`src/gcc_pkg.sv`:
```
package gcc_pkg;
  // Register byte offsets
  localparam logic [7:0] GCC_OFS_STATUS = 8'h00;
  localparam logic [7:0] GCC_OFS_IE_CLR = 8'h04;
  localparam logic [7:0] GCC_OFS_IE_SET = 8'h08;
  localparam logic [7:0] GCC_OFS_PRESC = 8'h0A;
  localparam logic [7:0] GCC_OFS_CH_CTRL = 8'h0C;
  localparam logic [7:0] GCC_OFS_CH_SEL = 8'h0E;
  localparam logic [7:0] GCC_OFS_LF_CTRL = 8'h10;
  // Reset values
  localparam logic [2:0] GCC_PRESC_RST = 3'h0;
  localparam logic [31:0] GCC_IE_RST = 32'h0000_0000;
  localparam logic [7:0] GCC_LF_RST = 8'h00;
  // Field positions
  localparam int GCC_STATUS_BUSY_BIT = 0;
  localparam int GCC_LF_EN_BIT = 3;
  localparam int GCC_CH_ID_LSB = 0;
  localparam int GCC_CH_GEN_LSB = 8;
  localparam int GCC_CH_EN_BIT = 14;
  localparam int GCC_CH_LOCK_BIT = 15;
  // Interrupt enable bit positions
  localparam int GCC_IE_CRYSTAL_OSCILLATOR_RDY = 0;
  localparam int GCC_IE_FLL_COARSE = 7;
  localparam int GCC_IE_FLL_REFSTOP = 8;
  localparam int GCC_IE_SUP_RDY = 9;
  localparam int GCC_IE_SUP_DET = 10;
  localparam int GCC_IE_SUP_SYNC = 11;
  localparam int GCC_IE_PLL_RISE = 15;
  localparam int GCC_IE_PLL_FALL = 16;
  // Implemented enables; bits 14:12 and other holes read zero
  localparam logic [31:0] GCC_IE_MASK = 32'h0001_8F81;
  // Channel identifiers
  localparam logic [5:0] GCC_ID_SLOW_SERIAL = 6'h13;
  localparam logic [5:0] GCC_ID_SERIAL0 = 6'h14;
  localparam logic [5:0] GCC_ID_LAST = 6'h22;
  localparam int GCC_NUM_CH = 35;
  // Power-reset channel values
  localparam logic [3:0] GCC_GEN_RST = 4'h0;
  localparam logic [3:0] GCC_WDT_GEN_RST = 4'h2;
  // Synchronizer states, Gray along the path
  typedef enum logic [1:0] {
    GCC_SY_IDLE = 2'b00,
    GCC_SY_CAPT = 2'b01,
    GCC_SY_XFER = 2'b11,
    GCC_SY_DONE = 2'b10
  } gcc_sync_t;
endpackage

```
`src/gcc_top.sv`:
```
`timescale 1ns/1ps
`default_nettype none
module gcc_top #(
  parameter logic [5:0] RTC_ID = 6'h04,
  parameter logic [5:0] WDT_ID = 6'h03
) (
  input wire logic sys_clk,
  input wire logic reset,
  input wire logic user_reset,
  input wire logic nvm_wdt_enable,
  input wire logic nvm_wdt_always_on,
  input wire logic reg_wr,
  input wire logic reg_rd,
  input wire logic [7:0] reg_addr,
  input wire logic [31:0] reg_wdata,
  output logic [31:0] reg_rdata,
  output logic reg_rvalid,
  output logic sync_in_progress_flag,
  input wire logic [31:0] osc_irq_flags,
  output logic osc_irq_req,
  output logic bus_b_clk_en,
  output logic [gcc_pkg::GCC_NUM_CH-1:0] channel_clock_enable,
  input wire logic lf_osc_in,
  output logic lf_osc_out
);
  import gcc_pkg::*;

  // Bus-domain registers
  logic [2:0] bus_b_divider_code_ff;
  logic [31:0] ie_ff;
  logic [7:0] lf_ctrl_ff;
  logic [5:0] ch_sel_ff;
  logic [31:0] reg_rdata_ff;
  logic reg_rvalid_ff;
  // Core-domain channel storage
  logic [3:0] source_generator_field_ff [GCC_NUM_CH];
  logic [GCC_NUM_CH-1:0] channel_clock_enable_ff;
  logic [GCC_NUM_CH-1:0] channel_write_lock_ff;
  // Straps caught one cycle after power reset
  logic strap_pend_ff;
  logic wdt_en_strap_ff;
  logic wdt_lock_strap_ff;
  // Synchronizer
  gcc_sync_t sync_state_ff;
  gcc_sync_t nxt_sync_state;
  logic [15:0] sync_data_ff;
  logic sync_id_ok_ff; // Captured ID names a real channel
  // Divider
  logic [6:0] div_cnt_ff;
  logic [6:0] div_mask;
  logic bus_b_clk_en_ff;
  // Interrupt request
  logic osc_irq_req_ff;
  // Low-frequency path
  logic lf_sync1_ff;
  logic lf_sync2_ff;
  logic lf_osc_out_ff;

  // Decoded write strobes
  logic wr_ie_clr;
  logic wr_ie_set;
  logic wr_presc;
  logic wr_ch_ctrl;
  logic wr_ch_sel;
  logic wr_lf;
  logic [5:0] wr_id;
  logic wr_id_valid;
  logic commit;
  logic [5:0] cm_id;

  assign wr_ie_clr = reg_wr && (reg_addr == GCC_OFS_IE_CLR);
  assign wr_ie_set = reg_wr && (reg_addr == GCC_OFS_IE_SET);
  assign wr_presc = reg_wr && (reg_addr == GCC_OFS_PRESC);
  assign wr_ch_ctrl = reg_wr && (reg_addr == GCC_OFS_CH_CTRL);
  assign wr_ch_sel = reg_wr && (reg_addr == GCC_OFS_CH_SEL);
  assign wr_lf = reg_wr && (reg_addr == GCC_OFS_LF_CTRL);
  assign wr_id = reg_wdata[GCC_CH_ID_LSB +: 6];
  // Reserved IDs above the last peripheral are never stored in the channel array
  assign wr_id_valid = (wr_id <= GCC_ID_LAST);
  assign cm_id = sync_data_ff[GCC_CH_ID_LSB +: 6];
  // Commit only on the last synchronizer step, and only for a real channel
  assign commit = (sync_state_ff == GCC_SY_DONE) && sync_id_ok_ff;

  // Prescaler field; reserved bits are not stored at all
  always_ff @(posedge sys_clk) begin
    if (reset) begin
      bus_b_divider_code_ff <= GCC_PRESC_RST;
    end else if (wr_presc) begin
      bus_b_divider_code_ff <= reg_wdata[2:0];
    end
  end

  // Shared enable flops written by both views; set wins on a same-cycle conflict
  always_ff @(posedge sys_clk) begin
    if (reset) begin
      ie_ff <= GCC_IE_RST;
    end else if (wr_ie_set) begin
      ie_ff <= (ie_ff | reg_wdata) & GCC_IE_MASK;
    end else if (wr_ie_clr) begin
      ie_ff <= ie_ff & ~reg_wdata & GCC_IE_MASK;
    end
  end

  // Low-frequency control register
  always_ff @(posedge sys_clk) begin
    if (reset) begin
      lf_ctrl_ff <= GCC_LF_RST;
    end else if (wr_lf) begin
      lf_ctrl_ff <= reg_wdata[7:0];
    end
  end

  // Channel readback selector lives in the bus domain
  always_ff @(posedge sys_clk) begin
    if (reset) begin
      ch_sel_ff <= 6'h00;
    end else if (wr_ch_sel) begin
      ch_sel_ff <= wr_id;
    end else if (wr_ch_ctrl && (sync_state_ff == GCC_SY_IDLE)) begin
      ch_sel_ff <= wr_id;
    end
  end

  // Synchronizer sequencing; writes arriving while busy are dropped
  always_comb begin
    nxt_sync_state = sync_state_ff;
    unique case (sync_state_ff)
      GCC_SY_IDLE: begin
        // Even with one common clock the transfer still takes the full path
        if (wr_ch_ctrl) begin
          nxt_sync_state = GCC_SY_CAPT;
        end
      end
      GCC_SY_CAPT: begin
        nxt_sync_state = GCC_SY_XFER;
      end
      GCC_SY_XFER: begin
        nxt_sync_state = GCC_SY_DONE;
      end
      GCC_SY_DONE: begin
        nxt_sync_state = GCC_SY_IDLE;
      end
    endcase
  end

  // State register of the shared synchronizer
  always_ff @(posedge sys_clk) begin
    if (reset) begin
      sync_state_ff <= GCC_SY_IDLE;
    end else begin
      sync_state_ff <= nxt_sync_state;
    end
  end

  // Captured write word, held for the whole transfer
  always_ff @(posedge sys_clk) begin
    if (reset) begin
      sync_data_ff <= 16'h0000;
    end else if (wr_ch_ctrl && (sync_state_ff == GCC_SY_IDLE)) begin
      sync_data_ff <= reg_wdata[15:0];
    end
  end

  // Reserved IDs still run the full handshake so busy timing stays uniform,
  // but this flag keeps them from ever reaching the channel array
  always_ff @(posedge sys_clk) begin
    if (reset) begin
      sync_id_ok_ff <= 1'b0;
    end else if (wr_ch_ctrl && (sync_state_ff == GCC_SY_IDLE)) begin
      sync_id_ok_ff <= wr_id_valid;
    end
  end

  // Busy flag, registered so it rises the cycle after the write
  always_ff @(posedge sys_clk) begin
    if (reset) begin
      sync_in_progress_flag <= 1'b0;
    end else begin
      sync_in_progress_flag <= (nxt_sync_state != GCC_SY_IDLE);
    end
  end

  // Strap capture after power reset release; flops themselves reset to constants
  always_ff @(posedge sys_clk) begin
    if (reset) begin
      strap_pend_ff <= 1'b1;
      wdt_en_strap_ff <= 1'b0;
      wdt_lock_strap_ff <= 1'b0;
    end else if (strap_pend_ff) begin
      strap_pend_ff <= 1'b0;
      wdt_en_strap_ff <= nvm_wdt_enable;
      wdt_lock_strap_ff <= nvm_wdt_always_on;
    end
  end

  // Channel control array: power reset, user reset, strap load and commit
  always_ff @(posedge sys_clk) begin
    for (int i = 0; i < GCC_NUM_CH; i++) begin
      if (reset) begin
        // Every channel including the real-time counter
        source_generator_field_ff[i] <= (i == int'(WDT_ID)) ? GCC_WDT_GEN_RST : GCC_GEN_RST;
        channel_clock_enable_ff[i] <= 1'b0;
        channel_write_lock_ff[i] <= 1'b0;
      end else if (strap_pend_ff && (i == int'(WDT_ID))) begin
        channel_clock_enable_ff[i] <= nvm_wdt_enable;
        channel_write_lock_ff[i] <= nvm_wdt_always_on;
      end else if (user_reset) begin
        // Locked channels and the real-time counter keep their contents
        if (!channel_write_lock_ff[i] && (i != int'(RTC_ID))) begin
          if (i == int'(WDT_ID)) begin
            source_generator_field_ff[i] <= GCC_WDT_GEN_RST;
            channel_clock_enable_ff[i] <= wdt_en_strap_ff;
            channel_write_lock_ff[i] <= wdt_lock_strap_ff;
          end else begin
            source_generator_field_ff[i] <= GCC_GEN_RST;
            channel_clock_enable_ff[i] <= 1'b0;
            channel_write_lock_ff[i] <= 1'b0;
          end
        end
      end else if (commit && (cm_id == 6'(i)) && !channel_write_lock_ff[i]) begin
        // A set lock bit makes the channel read-only until power reset
        source_generator_field_ff[i] <= sync_data_ff[GCC_CH_GEN_LSB +: 4];
        channel_clock_enable_ff[i] <= sync_data_ff[GCC_CH_EN_BIT];
        channel_write_lock_ff[i] <= sync_data_ff[GCC_CH_LOCK_BIT];
      end
    end
  end

  // Channel enables out, one flop stage
  always_ff @(posedge sys_clk) begin
    if (reset) begin
      channel_clock_enable <= '0;
    end else begin
      channel_clock_enable <= channel_clock_enable_ff;
    end
  end

  // Divider mask: low code bits of the free-running counter
  always_comb begin
    div_mask = 7'h00;
    for (int b = 0; b < 7; b++) begin
      if (b < int'(bus_b_divider_code_ff)) begin
        div_mask[b] = 1'b1;
      end
    end
  end

  // Free-running counter; trades exact phase on a code change for simplicity
  always_ff @(posedge sys_clk) begin
    if (reset) begin
      div_cnt_ff <= 7'h00;
    end else begin
      div_cnt_ff <= div_cnt_ff + 7'h01;
    end
  end

  // One-cycle enable every 2^code cycles
  always_ff @(posedge sys_clk) begin
    if (reset) begin
      bus_b_clk_en_ff <= 1'b0;
    end else begin
      bus_b_clk_en_ff <= ((div_cnt_ff & div_mask) == 7'h00);
    end
  end

  // Request raised while any enabled flag stands
  always_ff @(posedge sys_clk) begin
    if (reset) begin
      osc_irq_req_ff <= 1'b0;
    end else begin
      osc_irq_req_ff <= |(osc_irq_flags & ie_ff);
    end
  end

  // Oscillator pin crosses two flops before gating
  always_ff @(posedge sys_clk) begin
    if (reset) begin
      lf_sync1_ff <= 1'b0;
      lf_sync2_ff <= 1'b0;
    end else begin
      lf_sync1_ff <= lf_osc_in;
      lf_sync2_ff <= lf_sync1_ff;
    end
  end

  // Output held low unless enabled
  always_ff @(posedge sys_clk) begin
    if (reset) begin
      lf_osc_out_ff <= 1'b0;
    end else begin
      lf_osc_out_ff <= lf_sync2_ff & lf_ctrl_ff[GCC_LF_EN_BIT];
    end
  end

  // Read mux, answered the next cycle; unmapped offsets read zero
  always_ff @(posedge sys_clk) begin
    if (reset) begin
      reg_rdata_ff <= 32'h0000_0000;
      reg_rvalid_ff <= 1'b0;
    end else begin
      reg_rvalid_ff <= reg_rd;
      if (reg_rd) begin
        unique case (reg_addr)
          GCC_OFS_STATUS: begin
            reg_rdata_ff <= {31'h0, sync_in_progress_flag};
          end
          GCC_OFS_IE_CLR, GCC_OFS_IE_SET: begin
            reg_rdata_ff <= ie_ff;
          end
          GCC_OFS_PRESC: begin
            reg_rdata_ff <= {29'h0, bus_b_divider_code_ff};
          end
          GCC_OFS_CH_CTRL: begin
            if (ch_sel_ff <= GCC_ID_LAST) begin
              reg_rdata_ff <= {16'h0, channel_write_lock_ff[ch_sel_ff],
                channel_clock_enable_ff[ch_sel_ff], 2'b00,
                source_generator_field_ff[ch_sel_ff], 2'b00, ch_sel_ff};
            end else begin
              reg_rdata_ff <= {26'h0, ch_sel_ff};
            end
          end
          GCC_OFS_CH_SEL: begin
            reg_rdata_ff <= {26'h0, ch_sel_ff};
          end
          GCC_OFS_LF_CTRL: begin
            reg_rdata_ff <= {24'h0, lf_ctrl_ff};
          end
          default: begin
            reg_rdata_ff <= 32'h0000_0000;
          end
        endcase
      end
    end
  end

  assign reg_rdata = reg_rdata_ff;
  assign reg_rvalid = reg_rvalid_ff;
  assign bus_b_clk_en = bus_b_clk_en_ff;
  assign osc_irq_req = osc_irq_req_ff;
  assign lf_osc_out = lf_osc_out_ff;
endmodule
`default_nettype wire

```
`config.mk`:
```
export PLATFORM = sky130hd
export DESIGN_NAME = gcc_top
export DESIGN_NICKNAME = d
export VERILOG_FILES = /design/src/gcc_pkg.sv /design/src/gcc_top.sv
export SDC_FILE = /design/constraint.sdc
export NUM_CORES = 1
export LEC_CHECK = 0
export ABC_AREA = 1
export BUFFER_PORTS_ARGS = -buffer_cell sky130_fd_sc_hd__buf_2
export CAP_MARGIN = 40
export CELL_PAD_IN_SITES_DETAIL_PLACEMENT = 2
export CELL_PAD_IN_SITES_GLOBAL_PLACEMENT = 2
export CORE_UTILIZATION = 38
export DETAILED_ROUTE_END_ITERATION = 16
export GPL_TIMING_DRIVEN = 1
export PLACE_DENSITY = 0.83
export SLEW_MARGIN = 10
export SYNTH_ARGS = -nofsm -noshare
export SYNTH_HDL_FRONTEND = slang
export SYNTH_SLANG_ARGS = --single-unit
```
`constraint.sdc`:
```
create_clock -name sys_clk -period 5.8 [get_ports sys_clk]
set_input_delay 1.16 -clock sys_clk [delete_from_list [all_inputs] [get_ports sys_clk]]
set_output_delay 1.16 -clock sys_clk [all_outputs]
set_load 0.05 [all_outputs]
```
Yosys cells after proc, flatten, opt, wreduce, memory -nomap -nowiden. Memory sizes are Yosys's and may differ from the RTL's. A register that Yosys moved wholly into a read port is not among the register bits. Cells that the tools add are included.

Bits in registers: 198. Bits in writable memories: 140. Memories kept: 1.

Memory list: source_generator_field_ff (words 35, width 4, rd ports 1, clocked after memory_dff 1, wr ports 35, RTL line gcc_top.sv:36) `logic [3:0] source_generator_field_ff [GCC_NUM_CH];`.

Add/subtract/negate cells: 1. Magnitude comparators: 10. Equal/unequal tests: 77. Multiplexer cells: 576. Bitwise logic cells: 76. Reduce and logical (&&, ||, !) cells: 191.

Operators by type and width (number): 1-bit 2-to-1 mux (495); 4-bit 2-to-1 mux (69); 17-bit one-hot mux with 6 select lines (1); 6-bit by 5-bit == test with 1-bit output (second input constant) (16); 1-bit logical AND (78); 2-bit nonzero test (36); 2-bit AND reduction (35); 1-bit bitwise OR (69); 2-bit != test (second input constant) (33); 6-bit by 4-bit == test with 1-bit output (second input constant) (8); 1-bit logical NOT (35); 17-bit 2-to-1 mux (2); 32-bit by 17-bit bitwise AND with 32-bit output (1); 8-bit by 4-bit == test with 1-bit output (second input constant) (4); 32-bit OR reduction (1); 6-bit by 3-bit == test with 1-bit output (second input constant) (4); 6-bit 2-to-1 mux (4); 6-bit == test (second input constant) (3); 17-bit bitwise AND (1); 17-bit NOT (1); 17-bit bitwise OR (1); 16-bit 2-to-1 mux (1); 1-bit binary-select mux with 6-bit select (2); 6-bit by 2-bit == test with 1-bit output (second input constant) (2); 23 further kinds (29).

Longest topological paths before layout. Gate-level depths: netlist (run 1).

Word-level depth: 10. Depth in mapped cells: 14. Gate-level depth less buffers: 12.

Worst setup path before layout (run 1). Ideal clock, no wire load.

Path kind: input-to-reg. From: input port user_reset. To: memory source_generator_field_ff[3][0] (enable). Data arrival time: 2.329 ns. Slack: 3.089 ns. Cell stages on the path: 5. Buffers on the path: 3. Cells stage by stage: clkbuf_2 -> inv_2 -> buf_2 -> buf_2 -> o311ai_0.

RTL lines: from (decl) (RTL line gcc_top.sv:9) `input wire logic user_reset,`; to (decl) (RTL line gcc_top.sv:36).

==> metrics.md, run 1 <==
| Metric | Value |
|---|---|
| CP Class | input port to flop |
| Die ar. | approximately 38,000 µm² |
| Min Clock Period, post-route | between 2 and 3 ns |
| Leakage power | between 6 and 7 nW |
| I/O Buffers | 93 |
| NetSw | around 1.2 mW |
| Design Area, Final | ~16,000 µm² |
| Comb pwr share | 4.1% |
| Initial antenna violation count | 1 |
| WHS | slightly above 0.4 ns |
| CTS H-Tree Depth | 2 |
| Post-synthesis cell count | roughly 1,700 |
| Mapped Area | 14,300 µm² |
| Status | finished clean |
| Setup slack at placement | roughly 2.4 ns |
| Period utilisation layout | approximately half |
| Post-synth ARST share | 0% |
| CP Capture Type | flop |
| Util after Layout | ~45% |
| Number of diodes | 0 |
| Clock power frac | between 40% and 50% |
| CORE AREA | roughly 37,000 µm² |
| First-pass GRT wire length | approximately 84,000 µm |
| Total Wirelength | 54,700 µm |
| Switching Share | between 20% and 30% |
| Total CTS buffers | 38 |
| CTS resizes | 0 |
| Number of global-route vias before repair | 14,218 |
| Slew HR | between 40% and 50% |
| Max Clock Skew | 0.0131 ns |
| Area after DPL | 15,200 µm² |
| Vias/cell | about 5.5 |
| Worst VDD drop | 0.192 mV |
| Initial DRC Count | 688 |
| HP Class | flop to flop |
| Ys flop type | dfxtp_1 |
| Final setup vio count | 0 |
| Yosys warns | 0 |
| Distinct cell type count after synthesis | 50 |
| Vias post-DR | about 13,000 |
| DIE HEIGHT | 196 µm |
| Initial DRT Pass Iterations | 5 |
| Fillers | slightly above 4,000 |
| Share of cells above drive strength 1 | about an eighth |
| CTS clk-pin slew, worst paths | 0.06 ns |
| CP Launch Type | input port |
| Post-synthesis sequential area ratio | 55.0% |
| Sink Count | ~320 |
| Largest net degree at the start of global routing | 73 |
| Maximum clock rate | about 340 MHz |
| CTS root buf | clkbuf_16 |
| Slew Limit Fails | 0 |
| Synth Register Bits | 323 |
| Crit-path max FO | 25 |
| GRT overflow | 0 |
| # nets final | approximately 1,900 |
| Unrepaired setup endpoints after global routing | false |
| Worst Slack Setup Final | ~2.9 ns |
| Max-cap violations | 0 |
| Int Power | approximately 3.9 mW |
| Row count | 70 |
| Seq pwr share | 48.4% |
| Layout area overhead | 14.7% |
| Hold Vio Cnt, Final | 0 |
| Top cells by area, synth | edfxtp_1 29%, dfxtp_1 26%, nand2_1 10% |
| Clock latency at the later pin of the worst-skew pair | between 0.5 and 0.6 ns |
| Crit path DAT | between 3 and 4 ns |
| FF/Latch Area | slightly below 8000 µm² |
| Clock Tree Buf Depth | 3 |
| Setup TNS | 0 ns |
| Worst Tran Pin Value | around 0.85 ns |
| Post-route DRC violation count | 0 |
| Yosys top cell by area | edfxtp_1 |
| TritonCTS clock tree | done |
| Post-synth top area share | about 30% |
| Antenna Nets Post-Route | 0 |
| Hold_buf cts | 0 |
| Post-Syn Area per Cell | between 8 and 9 µm² |
| Routed WL per cell | between 20 and 25 µm |
| Routability cong. | 0.868 |
| Die W | approximately 200 µm |
| Number of flops mapped to enable cells by yosys | 140 |
| HPWL after DPL | 36,700 µm |
| Multi-input gate area | 5330 µm² |
| Initial Util | 38.8% |
| Power density cells | 307 nW/µm² |
| Critical Path RT | 6.03 ns |
| GRT Resource Usage Total | between 20% and 30% |
| Io pins | 152 |
| Setup repair bufs after CTS | 0 |
==> worst paths after layout <==
kind	from	end	slack (ns)	cells after the start
worst max-delay path	user_reset	source_generator_field_ff[15][1]	2.87	6
worst max register to register	flop	reg_rdata[9]	3.09	13
worst min register to register	lf_sync1_ff	lf_sync2_ff	0.41	2
worst min-delay path	lf_sync1_ff	lf_sync2_ff	0.41	2
==> synth_stat cells (3+ instances only) <==
cell type / n
clkinv_1: 6
a31oi_1: 4
nand4_1: 24
a32oi_1: 3
dfxtp_1: 183
nand3_1: 176
nor4_1: 7
edfxtp_1: 140
o311a_1: 8
a211oi_1: 4
nor2_1: 255
nand2_1: 385
or2_2: 11
inv_2: 7
inv_1: 152
o21ai_1: 8
buf_1: 13
o211ai_1: 6
a21oi_1: 74
buf_4: 21
o21ai_0: 88
buf_2: 34
nor3_1: 17
o21bai_1: 12
clkbuf_1: 38
nor3_2: 4
o22ai_1: 33
==> routing by layer <==
metal / up-vias / global-route usage [%] / share of wire, %
met2: 365 / 51.2 / 50
met3: 119 / 4.25 / 4.6
met1: 6534 / 35.2 / 42
met4: 2 / 11.3 / 3.6
li1: 5867 / - / -
met5: - / 0 / 0.020
==> placed cells by master, fill, tap and decap left out, types with 3 or more instances in the layout <==
cell	instances
nand2_1	384
nor2_1	255
dfxtp_1	181
nand3_1	176
inv_1	152
edfxtp_1	140
buf_2	92
o21ai_0	88
a21oi_1	74
clkbuf_16	39
o22ai_1	33
nand4_1	24
nor3_1	17
conb_1	17
inv_2	12
o21bai_1	12
or2_2	11
buf_4	11
clkbuf_1	9
o21ai_1	8
o311a_1	8
nor4_1	7
clkbuf_8	7
clkinv_2	7
o211ai_1	6
buf_12	5
nor3_2	4
a211oi_1	4
a31oi_1	4
nand2_2	3
a32oi_1	3
clkinv_1	3
buf_8	3
==> kinds of logic (layout without fill, tap and decap cells) <==
group | count (synthesis) | after routing | synth area share (%)
other | 1 | 17 | 0.0262
flip-flops | 323 | 323 | 55.0
XOR/XNOR | 1 | 1 | 0.0612
buffers and inverters | 275 | 348 | 8.21
AO/OA/AOI/OAI | 251 | 251 | 10.1
AND/OR/NAND/NOR | 891 | 891 | 26.5
adder cells (fa/ha/maj) | 1 | 1 | 0.0874
==> critical path: stages <==
cell	delay [ns]
buf_2	0.13
inv_2	0.43
nand2_1	0.40
nor3_1	0.56
o21ai_0	0.23
nand2_1	0.23
==> layout make-up <==
type / count / area share (%)
Sequential cell: 323 / 48.0
Multi-Input combinational cell: 1161 / 32.5
Clock buffer: 55 / 6.74
Timing Repair Buffer: 113 / 4.38
Tap cell: 504 / 3.84
Inverter: 166 / 3.83
Clock inverter: 14 / 0.762
==> per-stage QoR <==
stage / total power, mW / instances
3_5_place_dp: 2.68 / 2267
2_1_floorplan: 2.61 / 1759
3_3_place_gp: 2.67 / 2257
6_report: 5.04 / 2336
5_1_grt: 5.18 / 2336
4_1_cts: 5.07 / 2336
==> sequential cells by signal, indices dropped and copies added, names as in the netlist, 2 cells and up, named ones only <==
name / count
ch_sel_ff: 6
lf_ctrl_ff: 8
channel_clock_enable: 35
reg_rdata: 15
channel_write_lock_ff: 35
channel_clock_enable_ff: 35
sync_state_ff: 2
bus_b_divider_code_ff: 3
div_cnt_ff: 7
source_generator_field_ff: 140
sync_data_ff: 12
==> power groups by stage <==
stage	logic, mW	registers [mW]	clock network, mW
detailed placement	0.200	2.48	0
CTS	0.203	2.44	2.43
global placement	0.190	2.48	0
global route	0.221	2.44	2.52
finish	0.204	2.44	2.40
floorplan	0.135	2.48	0
Note: power is estimated with default switching activity, not from simulation.
==> run 2, diff against run 1 <==
--- a/config.mk
+++ b/config.mk
@@ -10,10 +10,10 @@
 export CAP_MARGIN = 40
 export CELL_PAD_IN_SITES_DETAIL_PLACEMENT = 2
 export CELL_PAD_IN_SITES_GLOBAL_PLACEMENT = 2
-export CORE_UTILIZATION = 38
+export CORE_UTILIZATION = 35
 export DETAILED_ROUTE_END_ITERATION = 16
 export GPL_TIMING_DRIVEN = 1
-export PLACE_DENSITY = 0.83
+export PLACE_DENSITY = 0.77
 export SLEW_MARGIN = 10
 export SYNTH_ARGS = -nofsm -noshare
 export SYNTH_HDL_FRONTEND = slang
==> constraint.sdc (replaced) <==
create_clock -name sys_clk -period 2.9 [get_ports sys_clk]
set_input_delay 0.58 -clock sys_clk [delete_from_list [all_inputs] [get_ports sys_clk]]
set_output_delay 0.58 -clock sys_clk [all_outputs]
set_load 0.05 [all_outputs]
==> metrics.md, run 2 (same netlist as run 1, synthesis figures left out) <==
| Metric | Value |
|---|---|
| Power density cells | about 610 nW/µm² |
| CP peak stage delay | between 0.6 and 0.7 ns |
| Multi-input gate area | ~5300 µm² |
| Commonest non-fill, non-tap cell in the layout | nand2_1 |
| # nets final | 1,894 |
| Worst Slack Setup Final | roughly 0.54 ns |
| Hold Vio Cnt, Final | 0 |
| GRT overflow | 0 |
| Util after Layout | a little over 40% |
| Post-route DRC violation count | 0 |
| Initial Util | 35.8% |
| First-pass GRT wire length | approximately 82,000 µm |
| Vias post-DR | between 10,000 and 15,000 |
| Layout area overhead | 15.2% |
| CORE AREA | between 40,000 and 50,000 µm² |
| Share of cells above drive strength 1 | between 10% and 20% |
| Hold Path Depth | 3 |
| CP cell instances | inv_1 -> nand3_4 -> inv_6 -> nand3_1 -> nor3_1 -> o21ai_0 -> nand2_1 |
| Commonest non-fill, non-tap cells in the layout | 385 x nand2_1, 255 x nor2_1, 181 x dfxtp_1 |
| TritonCTS clock tree | done |
| Tot Pwr | ~10 mW |
| Initial DRC Count | between 700 and 800 |
| FF/Latch Area | 7870 µm² |
| Routed WL per cell | 22.6 µm |
| Crit path DAT | 2.61 ns |
| CP Class | flop to flop |
| Number of global-route vias before repair | 13,834 |
| Max Clock Skew | 0.0117 ns |
| CTS resizes | 0 |
| Row count | 73 |
| Status | finished clean |
| Vias/cell | roughly 5.3 |
| Number of diodes | 0 |
| Total CTS buffers | 38 |
| Clock Tree Buf Depth | 3 |
| Unrepaired setup endpoints after global routing | false |
| Fillers | approximately 4,600 |
| Worst Tran Pin Value | 0.746 ns |
| Slew HR | 50.2% |
| Setup slack at placement | 0.503 ns |
| Dpl cells | between 2,000 and 2,500 |
| Max reg flops | between 100 and 150 |
| WHS | approximately 0.25 ns |
| Period utilisation layout | between 80% and 90% |
| Maximum clock rate | around 420 MHz |
| Crit path depth | 7 |
| Routability cong. | roughly 0.84 |
| HPWL after DPL | around 37,000 µm |
| Crit-path max FO | 10 |
| Setup repair bufs after CTS | 0 |
| Total Wirelength | about 54,000 µm |
| Hold_buf cts | 0 |
| GRT Resource Usage Total | a little over a quarter |
| Area after DPL | ~15,000 µm² |
| Critical Path RT | around 3.1 ns |
| Initial antenna violation count | 0 |
| I/O Buffers | 93 |
| Leakage power | between 6 and 7 nW |
| Worst VDD drop | approximately 0.36 mV |
| CTS H-Tree Depth | 2 |
| CP Capture Type | flop |
| Largest reg by FF count | source_generator_field_ff |
| Sink Count | about 320 |
| CP Launch Type | flop |
| Buf/Inv on CP | 2 |
| Min Clock Period, post-route | around 2.4 ns |
| HP Class | input port to flop |
| Final setup vio count | 0 |
| CTS root buf | clkbuf_16 |
| Die W | 204 µm |
| Die ar. | ~42,000 µm² |
| DIE HEIGHT | a little over 200 µm |
| Clock latency at the later pin of the worst-skew pair | between 0.5 and 0.6 ns |
| CP delay by family, top | simple AND/OR/NAND/NOR gates |
| CTS clk-pin slew, worst paths | ~0.070 ns |
| Worst R2R Path Depth | 7 |
| Design Area, Final | between 15,000 and 20,000 µm² |
| Max-cap violations | 0 |
| Antenna Nets Post-Route | 0 |
| Largest net degree at the start of global routing | between 100 and 150 |
| Fin cells | 2,367 |
| Io pins | approximately 150 |
| Slew Limit Fails | 0 |
| Setup TNS | 0 ns |
| Initial DRT Pass Iterations | 5 |
| CP max-delay cell | nor3_1 |
## run 2: changes by cell type in the layout (fill, tap and decap cells not counted), moves of 2 or more
cell | before | now
inv_2 | 12 | 7
clkinv_4 | 0 | 2
clkbuf_1 | 9 | 6
buf_4 | 11 | 27
clkinv_1 | 3 | 7
buf_8 | 3 | 0
## run 2: path summary, 6_finish.rpt
kind / end / startpoint / slack (ns)
min reg2reg: lf_sync2_ff / lf_sync1_ff / 0.43
min: lf_sync1_ff / lf_osc_in / 0.25
max reg2reg: source_generator_field_ff[15][3] / sync_state_ff[0] / 0.54
max: source_generator_field_ff[15][3] / sync_state_ff[0] / 0.54
## run 2: power breakdown
part	internal [mW]	switching [mW]
clock network	2.86	1.98
registers	4.83	0.0389
logic	0.0962	0.317
total	7.78	2.33
## run 2: cell type report
class                           count  share of cell area (%)
Clock buffer                       53                    6.72
Clock inverter                     16                   0.896
Inverter                          166                    3.82
Multi-Input combinational cell   1161                    32.3
Sequential cell                   323                    47.7
Tap cell                          525                    3.98
Timing Repair Buffer              123                    4.51
## run 2: per-layer routing
layer,vias up,track usage (%),part of all wire [%]
met5,-,0,0
met4,0,9.97,3.5
met3,111,3.22,3.9
met2,257,45.8,50
met1,6326,32.2,43
li1,5888,-,-
## run 2: worst reg2reg max path, stage by stage (launching register included)
cell     delay (ns)
dfxtp_1        0.31
inv_1          0.11
nand3_4        0.15
inv_6          0.14
nand3_1        0.27
nor3_1         0.63
o21ai_0        0.24
nand2_1        0.22
==> run 3, diff against run 2 <==
--- a/config.mk
+++ b/config.mk
@@ -10,10 +10,10 @@
 export CAP_MARGIN = 40
 export CELL_PAD_IN_SITES_DETAIL_PLACEMENT = 2
 export CELL_PAD_IN_SITES_GLOBAL_PLACEMENT = 2
-export CORE_UTILIZATION = 35
+export CORE_UTILIZATION = 32
 export DETAILED_ROUTE_END_ITERATION = 16
 export GPL_TIMING_DRIVEN = 1
-export PLACE_DENSITY = 0.77
+export PLACE_DENSITY = 0.74
 export SLEW_MARGIN = 10
 export SYNTH_ARGS = -nofsm -noshare
 export SYNTH_HDL_FRONTEND = slang
==> constraint.sdc (replaced) <==
create_clock -name sys_clk -period 1.91 [get_ports sys_clk]
set_input_delay 0.382 -clock sys_clk [delete_from_list [all_inputs] [get_ports sys_clk]]
set_output_delay 0.382 -clock sys_clk [all_outputs]
set_load 0.05 [all_outputs]
==> metrics.md, run 3 (same netlist as run 1, synthesis figures left out) <==
| Metric | Value |
|---|---|
| Status | complete, but fails checks |
| Failing checks | DRC, setup timing |
| Clock latency at the later pin of the worst-skew pair | roughly 0.55 ns |
| CORE AREA | roughly 44,000 µm² |
| Clock power frac | 47.4% |
| Power density cells | between 800 and 900 nW/µm² |
| Max Clock Skew | roughly 0.022 ns |
| Critical Path RT | roughly 2.2 ns |
| WHS | approximately 0.034 ns |
| Crit path depth | 8 |
| CTS root buf | clkbuf_16 |
| Worst Slack Setup Final | -0.0166 ns |
| Routed WL per cell | 22.2 µm |
| DIE HEIGHT | 213 µm |
| GRT Resource Usage Total | about 25% |
| R2R Setup Slk | -0.02 ns |
| # nets final | around 2,000 |
| TritonCTS clock tree | done |
| CP delay by family, top | simple AND/OR/NAND/NOR gates |
| Total CTS buffers | 37 |
| CP Launch Type | flop |
| Comb pwr share | about 4.6% |
| Commonest non-fill, non-tap cell in the layout | nand2_1 |
| HP Class | input port to flop |
| Initial DRT Pass Iterations | 11 |
| Number of diodes | 0 |
| CP Class | flop to flop |
| Antenna Nets Post-Route | 0 |
| NetSw | approximately 3.5 mW |
| Switching Share | approximately 23% |
| Setup slack at placement | -0.182 ns |
| Buf/Inv on CP | 3 |
| Worst Tran Pin Value | 0.637 ns |
| Share of cells above drive strength 1 | 20.9% |
| Io pins | around 150 |
| Initial DRC Count | just under 700 |
| Max-cap violations | 0 |
| Largest reg by FF count | source_generator_field_ff |
| Hold Vio Cnt, Final | 0 |
| Int Power | 11.9 mW |
| Clock Tree Buf Depth | 3 |
| Fillers | approximately 5,000 |
| HPWL after DPL | 39,000 µm |
| CTS clk-pin slew, worst paths | roughly 0.060 ns |
| Die W | roughly 210 µm |
| Seq pwr share | between 40% and 50% |
| Leakage power | a little over 7 nW |
| Maximum clock rate | roughly 520 MHz |
| Slew Limit Fails | 0 |
| Vias post-DR | around 13,000 |
| Initial Util | 32.4% |
| First-pass GRT wire length | between 80,000 and 90,000 µm |
| Fin cells | roughly 2,500 |
| Final setup vio count | 21 |
| CP peak stage delay | between 0.3 and 0.4 ns |
| Routability cong. | 0.892 |
| CP cell instances | inv_2 -> nand3_4 -> inv_8 -> buf_6 -> nand4_1 -> nor3_2 -> a21oi_2 -> nand2_2 |
| Initial antenna violation count | 3 |
| Largest net degree at the start of global routing | 67 |
| CP max-delay cell | dfxtp_1 |
| Number of global-route vias before repair | approximately 14,000 |
| Layout area overhead | 26.0% |
| Hold Path Depth | 3 |
| CP Capture Type | flop |
| Row count | 77 |
| GRT overflow | 0 |
| Min Clock Period, post-route | roughly 1.9 ns |
| Crit path DAT | roughly 2.2 ns |
| Vias/cell | approximately 5.2 |
| Unrepaired setup endpoints after global routing | true |
| Die ar. | between 40,000 and 50,000 µm² |
| Worst VDD drop | between 0.5 and 0.6 mV |
| Commonest non-fill, non-tap cells in the layout | 357 x nand2_1, 239 x nor2_1, 176 x dfxtp_1 |
| Util after Layout | 40.9% |
| Dpl cells | around 2,500 |
| Period utilisation layout | 101% |
| Crit-path max FO | 7 |
| Total Wirelength | 56,500 µm |
| Worst R2R Path Depth | 8 |
| Sink Count | 323 |
| Slew HR | between 50% and 60% |
| Post-route DRC violation count | 2 |
| CTS H-Tree Depth | 2 |
| I/O Buffers | 93 |
| Max reg flops | 140 |
## run 3: worst min-delay path: stages
cell and delay, ns:
buf_2 0.07, inv_1 0.03, nor2_1 0.06
## run 3: final timing paths
kind / start / endpoint
max: sync_state_ff[0] / source_generator_field_ff[11][2]
min: lf_osc_in / lf_sync1_ff
min reg2reg: lf_sync1_ff / lf_sync2_ff
max reg2reg: sync_state_ff[0] / source_generator_field_ff[11][2]
## run 3: power by group through the flow
stage	logic [mW]	registers, mW	clock network, mW
finish	0.712	7.39	7.30
global route	0.773	7.40	7.67
CTS	0.694	7.39	7.42
detailed placement	0.674	7.54	0
global placement	0.650	7.53	0
floorplan	0.410	7.53	0
## run 3: layer usage
| metal | GRT usage (%) | routed length [µm] | up-vias |
|---|---|---|---|
| li1 | - | - | 6109 |
| met1 | 30.6 | 24400 | 6679 |
| met2 | 42.8 | 28100 | 283 |
| met3 | 3.24 | 1970 | 103 |
| met4 | 11.7 | 2070 | 2 |
| met5 | 0 | 16 | - |
## run 3: area by class of cell
class                      count  area (µm²)  share of cell area [%]
inverter                     166         638                    3.54
clock inverter                 7        65.1                   0.361
sequential                   323        7880                    43.7
tap                          592         741                    4.11
timing repair buffer         233        1810                    10.0
clock buffer                  60        1170                    6.47
multi-input combinational   1161        5720                    31.7
## run 3: through the flow
step	power [mW]	setup TNS (ns)	cell area [µm²]
5_1_grt	15.8	-4.49	18000
3_3_place_gp	8.18	-1.28	16200
4_1_cts	15.5	-2.09	17600
3_5_place_dp	8.21	-9.90	16200
2_1_floorplan	7.94	0	14400
6_report	15.4	-0.120	18000
## run 3: what timing repair did
item / 4_1_cts / 5_1_grt
gates cloned: 1 / 1
resized for setup: 45 / 83
hold buffers: 0 / 0
setup endpoints to repair: 169 / 244
buffers inserted: 1 / 8
pin swaps: 1 / 14
